## src/hw/mmd_pkg.sv

```systemverilog
// Constants and types shared by the memory-map address decoder.
// Assumes a 16-bit core with separate program, data and I/O spaces.
package mmd_pkg;

    localparam int ADDR_W = 16;
    localparam int DATA_W = 16;
    localparam int SYNC_STAGES = 2;

    // Access space driven by the core
    typedef enum logic [1:0] {
        SPACE_PROG,
        SPACE_DATA,
        SPACE_IO
    } mmd_space_t;

    // One target per access; order is the bit index of the select vector
    typedef enum logic [3:0] {
        TGT_FLASH,
        TGT_FLASH_REGS,
        TGT_BOOT,
        TGT_BLK0,
        TGT_BLK1,
        TGT_BLK2,
        TGT_SARAM,
        TGT_PERIPH,
        TGT_CORE_REGS,
        TGT_FMODE_REG,
        TGT_WAIT_REG,
        TGT_EXTERNAL,
        TGT_RESERVED
    } mmd_tgt_t;
    localparam int TGT_N = 13;

    // Program space
    localparam logic [15:0] P_BOOT_LAST  = 16'h00FF;
    localparam logic [15:0] P_PASS_FIRST = 16'h0040;
    localparam logic [15:0] P_PASS_LAST  = 16'h0043;
    localparam logic [15:0] P_SEC1_BASE  = 16'h1000;
    localparam logic [15:0] P_SEC2_BASE  = 16'h4000;
    localparam logic [15:0] P_SEC3_BASE  = 16'h7000;
    localparam logic [15:0] P_FLASH_LAST = 16'h7FFF;
    localparam logic [15:0] P_SARAM_BASE = 16'h8000;
    localparam logic [15:0] P_SARAM_LAST = 16'h87FF;
    localparam logic [15:0] P_BLK0_FIRST = 16'hFE00;

    // Data space
    localparam logic [15:0] D_CORE_LAST  = 16'h005F;
    localparam logic [15:0] D_BLK2_BASE  = 16'h0060;
    localparam logic [15:0] D_BLK2_LAST  = 16'h007F;
    localparam logic [15:0] D_BLK0_FIRST = 16'h0100;
    localparam logic [15:0] D_BLK0_LAST  = 16'h02FF;
    localparam logic [15:0] D_BLK0_UPPER = 16'h0200;
    localparam logic [15:0] D_BLK1_FIRST = 16'h0300;
    localparam logic [15:0] D_BLK1_LAST  = 16'h04FF;
    localparam logic [15:0] D_SARAM_BASE = 16'h0800;
    localparam logic [15:0] D_SARAM_LAST = 16'h0FFF;
    localparam logic [15:0] D_PERI_BASE  = 16'h7000;
    localparam logic [15:0] D_PERI_LAST  = 16'h7FFF;
    localparam logic [15:0] D_EXT_BASE   = 16'h8000;

    // I/O space control registers
    localparam logic [15:0] IO_FMODE_ADDR = 16'hFF0F;
    localparam logic [15:0] IO_WAIT_ADDR  = 16'hFFFF;
    localparam logic [15:0] FMODE_RST     = 16'h0000;
    localparam logic [15:0] WAIT_RST      = 16'h0000;
    localparam int          FMODE_REGS_BIT = 0;

endpackage

```

## src/hw/mmd_dec_if.sv

```systemverilog
// Carrier between the decoder top and its address decode core.
// Assumes both ends sit on the same core clock; all signals combinational.
`timescale 1ns/100ps
interface mmd_dec_if;
    import mmd_pkg::*;

    mmd_space_t  space;
    logic [15:0] addr;
    logic        blk_cfg;
    logic        prog_ram_en;
    logic        data_ram_en;
    logic        ext_prog;
    logic        boot;
    logic        flash_regs;
    mmd_tgt_t    tgt;
    logic [15:0] offset;
    logic [1:0]  sector;
    logic        password;

    modport dec (input  space, addr, blk_cfg, prog_ram_en, data_ram_en,
                        ext_prog, boot, flash_regs,
                 output tgt, offset, sector, password);
    modport user (output space, addr, blk_cfg, prog_ram_en, data_ram_en,
                         ext_prog, boot, flash_regs,
                  input  tgt, offset, sector, password);
endinterface

```

## src/hw/mmd_space_dec.sv

```systemverilog
// Pure address decode: one target, word offset and flash sector per access.
// Assumes the caller registers the results; no state is held here.
`timescale 1ns/100ps
module mmd_space_dec (
    mmd_dec_if.dec d
);
    import mmd_pkg::*;

    wire logic [15:0] a = d.addr;
    wire logic        in_prog = (d.space == SPACE_PROG);
    wire logic        in_data = (d.space == SPACE_DATA);

    wire logic p_boot  = d.boot && (a <= P_BOOT_LAST);
    wire logic p_low   = (a <= P_FLASH_LAST);
    wire logic p_saram = (a >= P_SARAM_BASE) && (a <= P_SARAM_LAST);
    wire logic p_blk0  = (a >= P_BLK0_FIRST);

    // sector and base; sector 1 and 2 are 12K, ends are 4K
    wire logic [1:0]  sec = (a < P_SEC1_BASE) ? 2'h0 :
                            (a < P_SEC2_BASE) ? 2'h1 :
                            (a < P_SEC3_BASE) ? 2'h2 : 2'h3;
    wire logic [15:0] sec_base = (sec == 2'h0) ? 16'h0000 :
                                 (sec == 2'h1) ? P_SEC1_BASE :
                                 (sec == 2'h2) ? P_SEC2_BASE : P_SEC3_BASE;

    // boot overlay wins over flash and external
    mmd_tgt_t p_tgt;
    assign p_tgt = p_boot ? TGT_BOOT :
                   p_low ? (d.ext_prog ? TGT_EXTERNAL :
                            (d.flash_regs ? TGT_FLASH_REGS : TGT_FLASH)) :
                   p_saram ? (d.prog_ram_en ? TGT_SARAM : TGT_EXTERNAL) :
                   (p_blk0 && d.blk_cfg) ? TGT_BLK0 : TGT_EXTERNAL;

    wire logic d_core  = (a <= D_CORE_LAST);
    wire logic d_blk2  = (a >= D_BLK2_BASE) && (a <= D_BLK2_LAST);
    wire logic d_blk0  = (a >= D_BLK0_FIRST) && (a <= D_BLK0_LAST);
    wire logic d_blk1  = (a >= D_BLK1_FIRST) && (a <= D_BLK1_LAST);
    wire logic d_saram = (a >= D_SARAM_BASE) && (a <= D_SARAM_LAST);
    wire logic d_peri  = (a >= D_PERI_BASE) && (a <= D_PERI_LAST);
    wire logic d_ext   = (a >= D_EXT_BASE);

    mmd_tgt_t d_tgt;
    assign d_tgt = d_core ? TGT_CORE_REGS :
                   d_blk2 ? TGT_BLK2 :
                   d_blk0 ? (d.blk_cfg ? TGT_RESERVED : TGT_BLK0) :
                   d_blk1 ? TGT_BLK1 :
                   d_saram ? (d.data_ram_en ? TGT_SARAM : TGT_RESERVED) :
                   d_peri ? TGT_PERIPH :
                   d_ext ? TGT_EXTERNAL : TGT_RESERVED;

    // two on-chip registers, rest off chip
    mmd_tgt_t i_tgt;
    assign i_tgt = (a == IO_FMODE_ADDR) ? TGT_FMODE_REG :
                   (a == IO_WAIT_ADDR) ? TGT_WAIT_REG : TGT_EXTERNAL;

    assign d.tgt = in_prog ? p_tgt : (in_data ? d_tgt : i_tgt);

    // Aliased blocks fold to the low byte so both windows hit one word
    assign d.offset =
        (d.tgt == TGT_BLK0 || d.tgt == TGT_BLK1 || d.tgt == TGT_BOOT) ?
            {8'h00, a[7:0]} :
        (d.tgt == TGT_BLK2) ? {11'h000, a[4:0]} :
        (d.tgt == TGT_SARAM) ? {5'h00, a[10:0]} :
        (d.tgt == TGT_PERIPH) ? {4'h0, a[11:0]} :
        (d.tgt == TGT_FLASH || d.tgt == TGT_FLASH_REGS) ? a - sec_base :
        (d.tgt == TGT_FMODE_REG || d.tgt == TGT_WAIT_REG ||
         d.tgt == TGT_RESERVED) ? 16'h0000 : a;

    assign d.sector   = sec;
    assign d.password = (d.tgt == TGT_FLASH) &&
                        (a >= P_PASS_FIRST) && (a <= P_PASS_LAST);
endmodule

```

## src/hw/mmd_top.sv

```systemverilog
// Memory-map address decoder: steers each core access to one target
// and holds the flash mode and wait-state control registers.
// Assumes the core presents one access per valid cycle on i_mclk.
// Operation
// - Program FE00/FF00 pages both hit block zero when config set, external when clear
// - Data 0100/0200 pages alias block zero
// - Data 0300/0400 pages alias block one
// - Boot ROM overlays program 0000-00FF
// - Program 0040-0043 flagged as password words
// - Mode select picks flash or external
// - Flash decodes as four sectors
// - Data low: core registers, then block two
// - Data 0100/0200 pages reserved when config set
// - Data single-access RAM gated by enable
// - Program single-access RAM gated by enable
// - Data 7000-7FFF selects peripheral registers
// - I/O FF0F selects flash mode register
// - I/O FFFF selects wait-state register
`timescale 1ns/100ps
module mmd_top (
    // Clock and reset
    input  wire logic                     i_mclk,
    input  wire logic                     i_srst,
    // Core access
    input  wire logic                     i_acc_valid,
    input  wire mmd_pkg::mmd_space_t      i_space,
    input  wire logic [15:0]              i_addr,
    input  wire logic                     i_wr,
    input  wire logic [15:0]              i_wdata,
    // Configuration
    input  wire logic                     i_ram_block_config_bit,
    input  wire logic                     i_program_saram_enable,
    input  wire logic                     i_data_saram_enable,
    input  wire logic                     i_microprocessor_mode_select,
    input  wire logic                     i_boot_rom_enable,
    // Decode result
    output logic                          o_valid,
    output logic [mmd_pkg::TGT_N-1:0]     o_sel,
    output mmd_pkg::mmd_tgt_t             o_tgt,
    output logic [15:0]                   o_offset,
    output logic [1:0]                    o_flash_sector,
    output logic                          o_password,
    output logic                          o_illegal,
    // Control registers
    output logic [15:0]                   o_rdata,
    output logic [15:0]                   o_flash_array_mode_control,
    output logic [15:0]                   o_bus_wait_state_control
);
    import mmd_pkg::*;

    logic        mode_meta_q;
    logic        mode_q;
    logic [15:0] fmode_q;
    logic [15:0] wait_q;
    mmd_dec_if dec ();

    // mode select is a pin: two flops first
    always_ff @(posedge i_mclk) begin
        if (i_srst) begin
            mode_meta_q <= 1'b0;
            mode_q      <= 1'b0;
        end else begin
            mode_meta_q <= i_microprocessor_mode_select;
            mode_q      <= mode_meta_q;
        end
    end

    // Decoder inputs
    assign dec.space       = i_space;
    assign dec.addr        = i_addr;
    assign dec.blk_cfg     = i_ram_block_config_bit;
    assign dec.prog_ram_en = i_program_saram_enable;
    assign dec.data_ram_en = i_data_saram_enable;
    assign dec.ext_prog    = mode_q;
    assign dec.boot        = i_boot_rom_enable;
    assign dec.flash_regs  = fmode_q[FMODE_REGS_BIT];

    mmd_space_dec u_dec (
        .d (dec)
    );

    // Register writes ride on the I/O decode itself
    wire logic acc_fmode = i_acc_valid && (dec.tgt == TGT_FMODE_REG);
    wire logic acc_wait  = i_acc_valid && (dec.tgt == TGT_WAIT_REG);
    wire logic [15:0] rdata_d = (acc_fmode && !i_wr) ? fmode_q :
                                (acc_wait && !i_wr) ? wait_q : 16'h0000;

    always_ff @(posedge i_mclk) begin
        if (i_srst) begin
            fmode_q <= FMODE_RST;
            wait_q  <= WAIT_RST;
        end else begin
            if (acc_fmode && i_wr) fmode_q <= i_wdata;
            if (acc_wait && i_wr)  wait_q  <= i_wdata;
        end
    end

    logic [TGT_N-1:0] sel_d;
    genvar gi;
    generate
        for (gi = 0; gi < TGT_N; gi++) begin : g_sel
            assign sel_d[gi] = i_acc_valid && (dec.tgt == gi);
        end
    endgenerate

    // Results are registered so consumers see clean flop outputs
    always_ff @(posedge i_mclk) begin
        if (i_srst) begin
            o_valid        <= 1'b0;
            o_sel          <= '0;
            o_tgt          <= TGT_RESERVED;
            o_offset       <= 16'h0000;
            o_flash_sector <= 2'h0;
            o_password     <= 1'b0;
            o_illegal      <= 1'b0;
            o_rdata        <= 16'h0000;
        end else begin
            o_valid        <= i_acc_valid;
            o_sel          <= sel_d;
            o_tgt          <= dec.tgt;
            o_offset       <= dec.offset;
            o_flash_sector <= dec.sector;
            o_password     <= i_acc_valid && dec.password;
            o_illegal      <= i_acc_valid && (dec.tgt == TGT_RESERVED);
            o_rdata        <= rdata_d;
        end
    end

    // Register contents are visible continuously
    assign o_flash_array_mode_control = fmode_q;
    assign o_bus_wait_state_control   = wait_q;

    // Helpers for the checks below
    wire logic acc_p = i_acc_valid && (i_space == SPACE_PROG);
    wire logic acc_d = i_acc_valid && (i_space == SPACE_DATA);
    wire logic acc_i = i_acc_valid && (i_space == SPACE_IO);
endmodule

```

## config.mk

```make
export PLATFORM = sky130hd
export DESIGN_NAME = mmd_top
export DESIGN_NICKNAME = d
export VERILOG_FILES = /design/src/hw/mmd_pkg.sv /design/src/hw/mmd_dec_if.sv /design/src/hw/mmd_space_dec.sv /design/src/hw/mmd_top.sv
export SDC_FILE = /design/constraint.sdc
export NUM_CORES = 1
export LEC_CHECK = 0
export ABC_AREA = 0
export BUFFER_PORTS_ARGS = -buffer_cell sky130_fd_sc_hd__clkbuf_2
export CORE_MARGIN = 3
export CORE_UTILIZATION = 53
export DETAILED_ROUTE_END_ITERATION = 10
export HOLD_SLACK_MARGIN = 0.03
export PLACE_DENSITY = 0.89
export SETUP_SLACK_MARGIN = 0.02
export SLEW_MARGIN = 25
export SYNTH_ARGS = -nofsm -noshare
export SYNTH_HDL_FRONTEND = slang
export SYNTH_SLANG_ARGS = --single-unit
```

## constraint.sdc

```tcl
create_clock -name i_mclk -period 4.8 [get_ports i_mclk]
set_clock_uncertainty 0.1 [all_clocks]
set_input_delay 0.24 -clock i_mclk [delete_from_list [all_inputs] [get_ports i_mclk]]
set_output_delay 0.24 -clock i_mclk [all_outputs]
set_load 0.005 [all_outputs]
```

==> results.json <==
{
  "firstDrtPassIters": 5,
  "hold_viol_final": 0,
  "post-route-min-period_ps": 3100,
  "leakagePower_nw": 2.05,
  "clk_pin_slew_ps": 90,
  "synthAdderAreaFrac": 0.0155,
  "dieArea_um2": 7730,
  "antenna_found_initial": 0,
  "setup_slack_ps": 1700,
  "max-slew-margin-rel": 0.282,
  "worstPathRequired_ps": 5000,
  "critPathLaunch": "i_addr[1]",
  "crit_type": "input port to flip-flop",
  "nets": 579,
  "cp_cell_sequence": "dlygate4sd3_1, clkbuf_2, nand2_1, or4_1, or2_1, o211ai_4, nand2b_1, nand2_1, o22ai_1",
  "drtIter0Drc": 255,
  "worstPathMaxFanout": 22,
  "ys_warn_count": 0,
  "post_cts_buffers": 0,
  "critPathCaptureType": "flip-flop",
  "grt_max_degree": 60,
  "clk_latency_ps": 360,
  "num_rows": 29,
  "post_cts_resize_count": 0,
  "ys_seq_area_frac": 0.490,
  "outcome": "completed",
  "postRouteAntennaNets": 0,
  "pre_cts_ws_ps": 1610,
  "synth-seq-cells": 87,
  "async_reset_ff_frac": 0,
  "wl_met2_um": 4870,
  "syn_inst": 399,
  "wirelength_um": 9660,
  "port_buffers": 128,
  "place_area_um2": 4190,
  "finalMaxSlewViolations": 0,
  "syn_avg_cell_area_um2": 8.91,
  "rsz0062_at_grt": "false",
  "setup_tns_ps": 0,
  "fill_cells": 481,
  "synth_compound_area_frac": 0.107,
  "grt_use_total": 0.252,
  "arrival_ps": 3300,
  "clockRootBuffer": "clkbuf_8",
  "met3_length_um": 658,
  "reg2reg_from": "dec.ext_prog",
  "hold_ws_ps": 46.0,
  "cp_slowest_cell": "or2_1",
  "numCtsBuffers": 9,
  "core-area_um2": 6420,
  "min_from": "i_addr[6]",
  "hold_class": "input port to flip-flop",
  "ir_worst_vdd_mv": 0.174,
  "cp_top_family": "simple AND/OR/NAND/NOR gates",
  "critPathMaxStageDelay_ps": 590,
  "grt_pass1_vias": 3105,
  "synth_top_family_by_area": "simple AND/OR/NAND/NOR gates",
  "place_congestion": 0.863,
  "hpwl_um": 6620,
  "vias": 3406,
  "drt_drc_violations_left": 0,
  "start_util": 0.553,
  "synth-simple-area-share": 0.300,
  "grt.overflow.total": 0,
  "ys.flop_type": "dfxtp_1",
  "area_delta_synth_final_pct": 28.6,
  "synth-edff-count": 0,
  "wl_per_cell_um": 15.7,
  "via_per_inst": 5.54,
  "cp-start-kind": "input port",
  "cts.sinks": 87,
  "fp.dieH_um": 87.9,
  "cts_tree": "done",
  "max_slew.worst_pin.slew_ps": 1070,
  "num_antenna_cells": 0,
  "post-route-period-util": 0.647,
  "crit_top_cell": "nand2_1",
  "setup_viol": 0,
  "cts_buffer_depth": 2,
  "power_density_nw_per_um2": 310,
  "yosys.area_share.xor_xnor": 0.00246,
  "ios": 129,
  "top_layer_used": "met4",
  "htree_num_levels": 3,
  "maxCapViolCount": 0,
  "netlist_area_um2": 3550,
  "max_freq_mhz": 322,
  "crit_buf_inv": 2,
  "syn_nets": 445,
  "muxShareOfSynthArea": 0.0451,
  "grt_pass1_wl_um": 15000,
  "die_w_um": 87.9,
  "wl_met1_um": 3900,
  "final_area_um2": 4570,
  "drive_gt1_frac": 0.301,
  "netlist-cell-type-count": 52
}
==> cells in the final DEF (no fill, tap or decap), types with 4 or more instances in the layout <==
cell           count
a21oi_1           22
and3_1             6
clkbuf_2         128
clkbuf_8           9
dfxtp_1           87
dlygate4sd3_1     18
inv_1              7
mux2i_1           16
nand2_1           67
nand2b_1          37
nand3_1            8
nand4_1           14
nor2_1            20
nor2b_1            7
nor3_1             8
nor4_1             4
o21ai_0           20
o22ai_1            4
==> final cells by class <==
class / instances / area (um2) / area share
multi-input cells: 280 / 1670 / 0.366
well taps: 77 / 96.3 / 0.0211
clock buffers: 10 / 128 / 0.0279
repair buffers: 148 / 836 / 0.183
flip-flops and latches: 87 / 1740 / 0.381
inverters: 7 / 26.3 / 0.00575
clock inverters: 6 / 70.1 / 0.0153
==> layer usage <==
metal  vias up  global-route usage
li1       1643                   -
met1      1580               0.315
met2       159               0.419
met3        24              0.0499
met4         0               0.114
met5         -                   0
==> power by group <==
part / internal [mW] / total [mW] / switching (mW)
Combinational: 0.0683 / 0.156 / 0.0878
Sequential: 0.740 / 0.748 / 0.00795
Clock: 0.243 / 0.515 / 0.272
Total: 1.05 / 1.42 / 0.367
==> logic make-up (layout without fill, tap and decap cells) <==
logic type	after synthesis	in the layout
AO/OA/AOI/OAI	61	61
flip-flops	87	87
multiplexers	16	16
XOR/XNOR	1	1
adder cells (fa/ha/maj)	4	4
buffers and inverters	32	171
AND/OR/NAND/NOR	198	198
==> synthesized netlist by cell type (all sizes together), types with 7 or more instances <==
master,instances,share of area
mux2i,16,0.045
clkbuf,14,0.015
a21oi,22,0.031
nand4,15,0.031
o21ai,20,0.028
nor2,22,0.025
nand2,67,0.071
nand3,8,0.011
inv,7,0.0074
nand2b,37,0.065
buf,11,0.018
nor3,11,0.021
dfxtp,87,0.49
nor2b,7,0.012
==> sequential cells by signal, indices dropped and copies added (netlist names) <==
| register | cells |
|---|---|
| dec.ext_prog | 1 |
| o_tgt | 4 |
| mode_meta_q | 1 |
| o_rdata | 16 |
| o_password | 1 |
| o_sel | 13 |
| o_flash_array_mode_control | 16 |
| o_offset | 16 |
| o_valid | 1 |
| o_flash_sector | 2 |
| o_bus_wait_state_control | 16 |
==> per-stage QoR <==
stage / total power [mW] / util / std cells
2_1_floorplan: 0.844 / - / 399
3_3_place_gp: 0.901 / 0.652 / 581
3_5_place_dp: 0.906 / 0.652 / 581
4_1_cts: 1.42 / 0.711 / 615
5_1_grt: 1.47 / 0.712 / 615
6_report: 1.42 / 0.712 / 615
==> path summary, 6_finish.rpt <==
kind	to	depth (start not counted)	slack (ps)
worst max register to register	o_bus_wait_state_control[14]	6	2400
worst min register to register	dec.ext_prog	1	360
worst max-delay path	o_offset[14]	9	1700
worst min-delay path	o_password	3	50
==> repair_timing <==
action	in CTS	in global routing
endpoints found under the hold margin	25	0
hold buffers	18	0
endpoints found under the setup margin	0	0
==> tightest hold or removal path: stages <==
cell,delay [ps]
clkbuf_2,120
nand2_1,60
nor4_1,40
(Power assumes the default switching activity.)
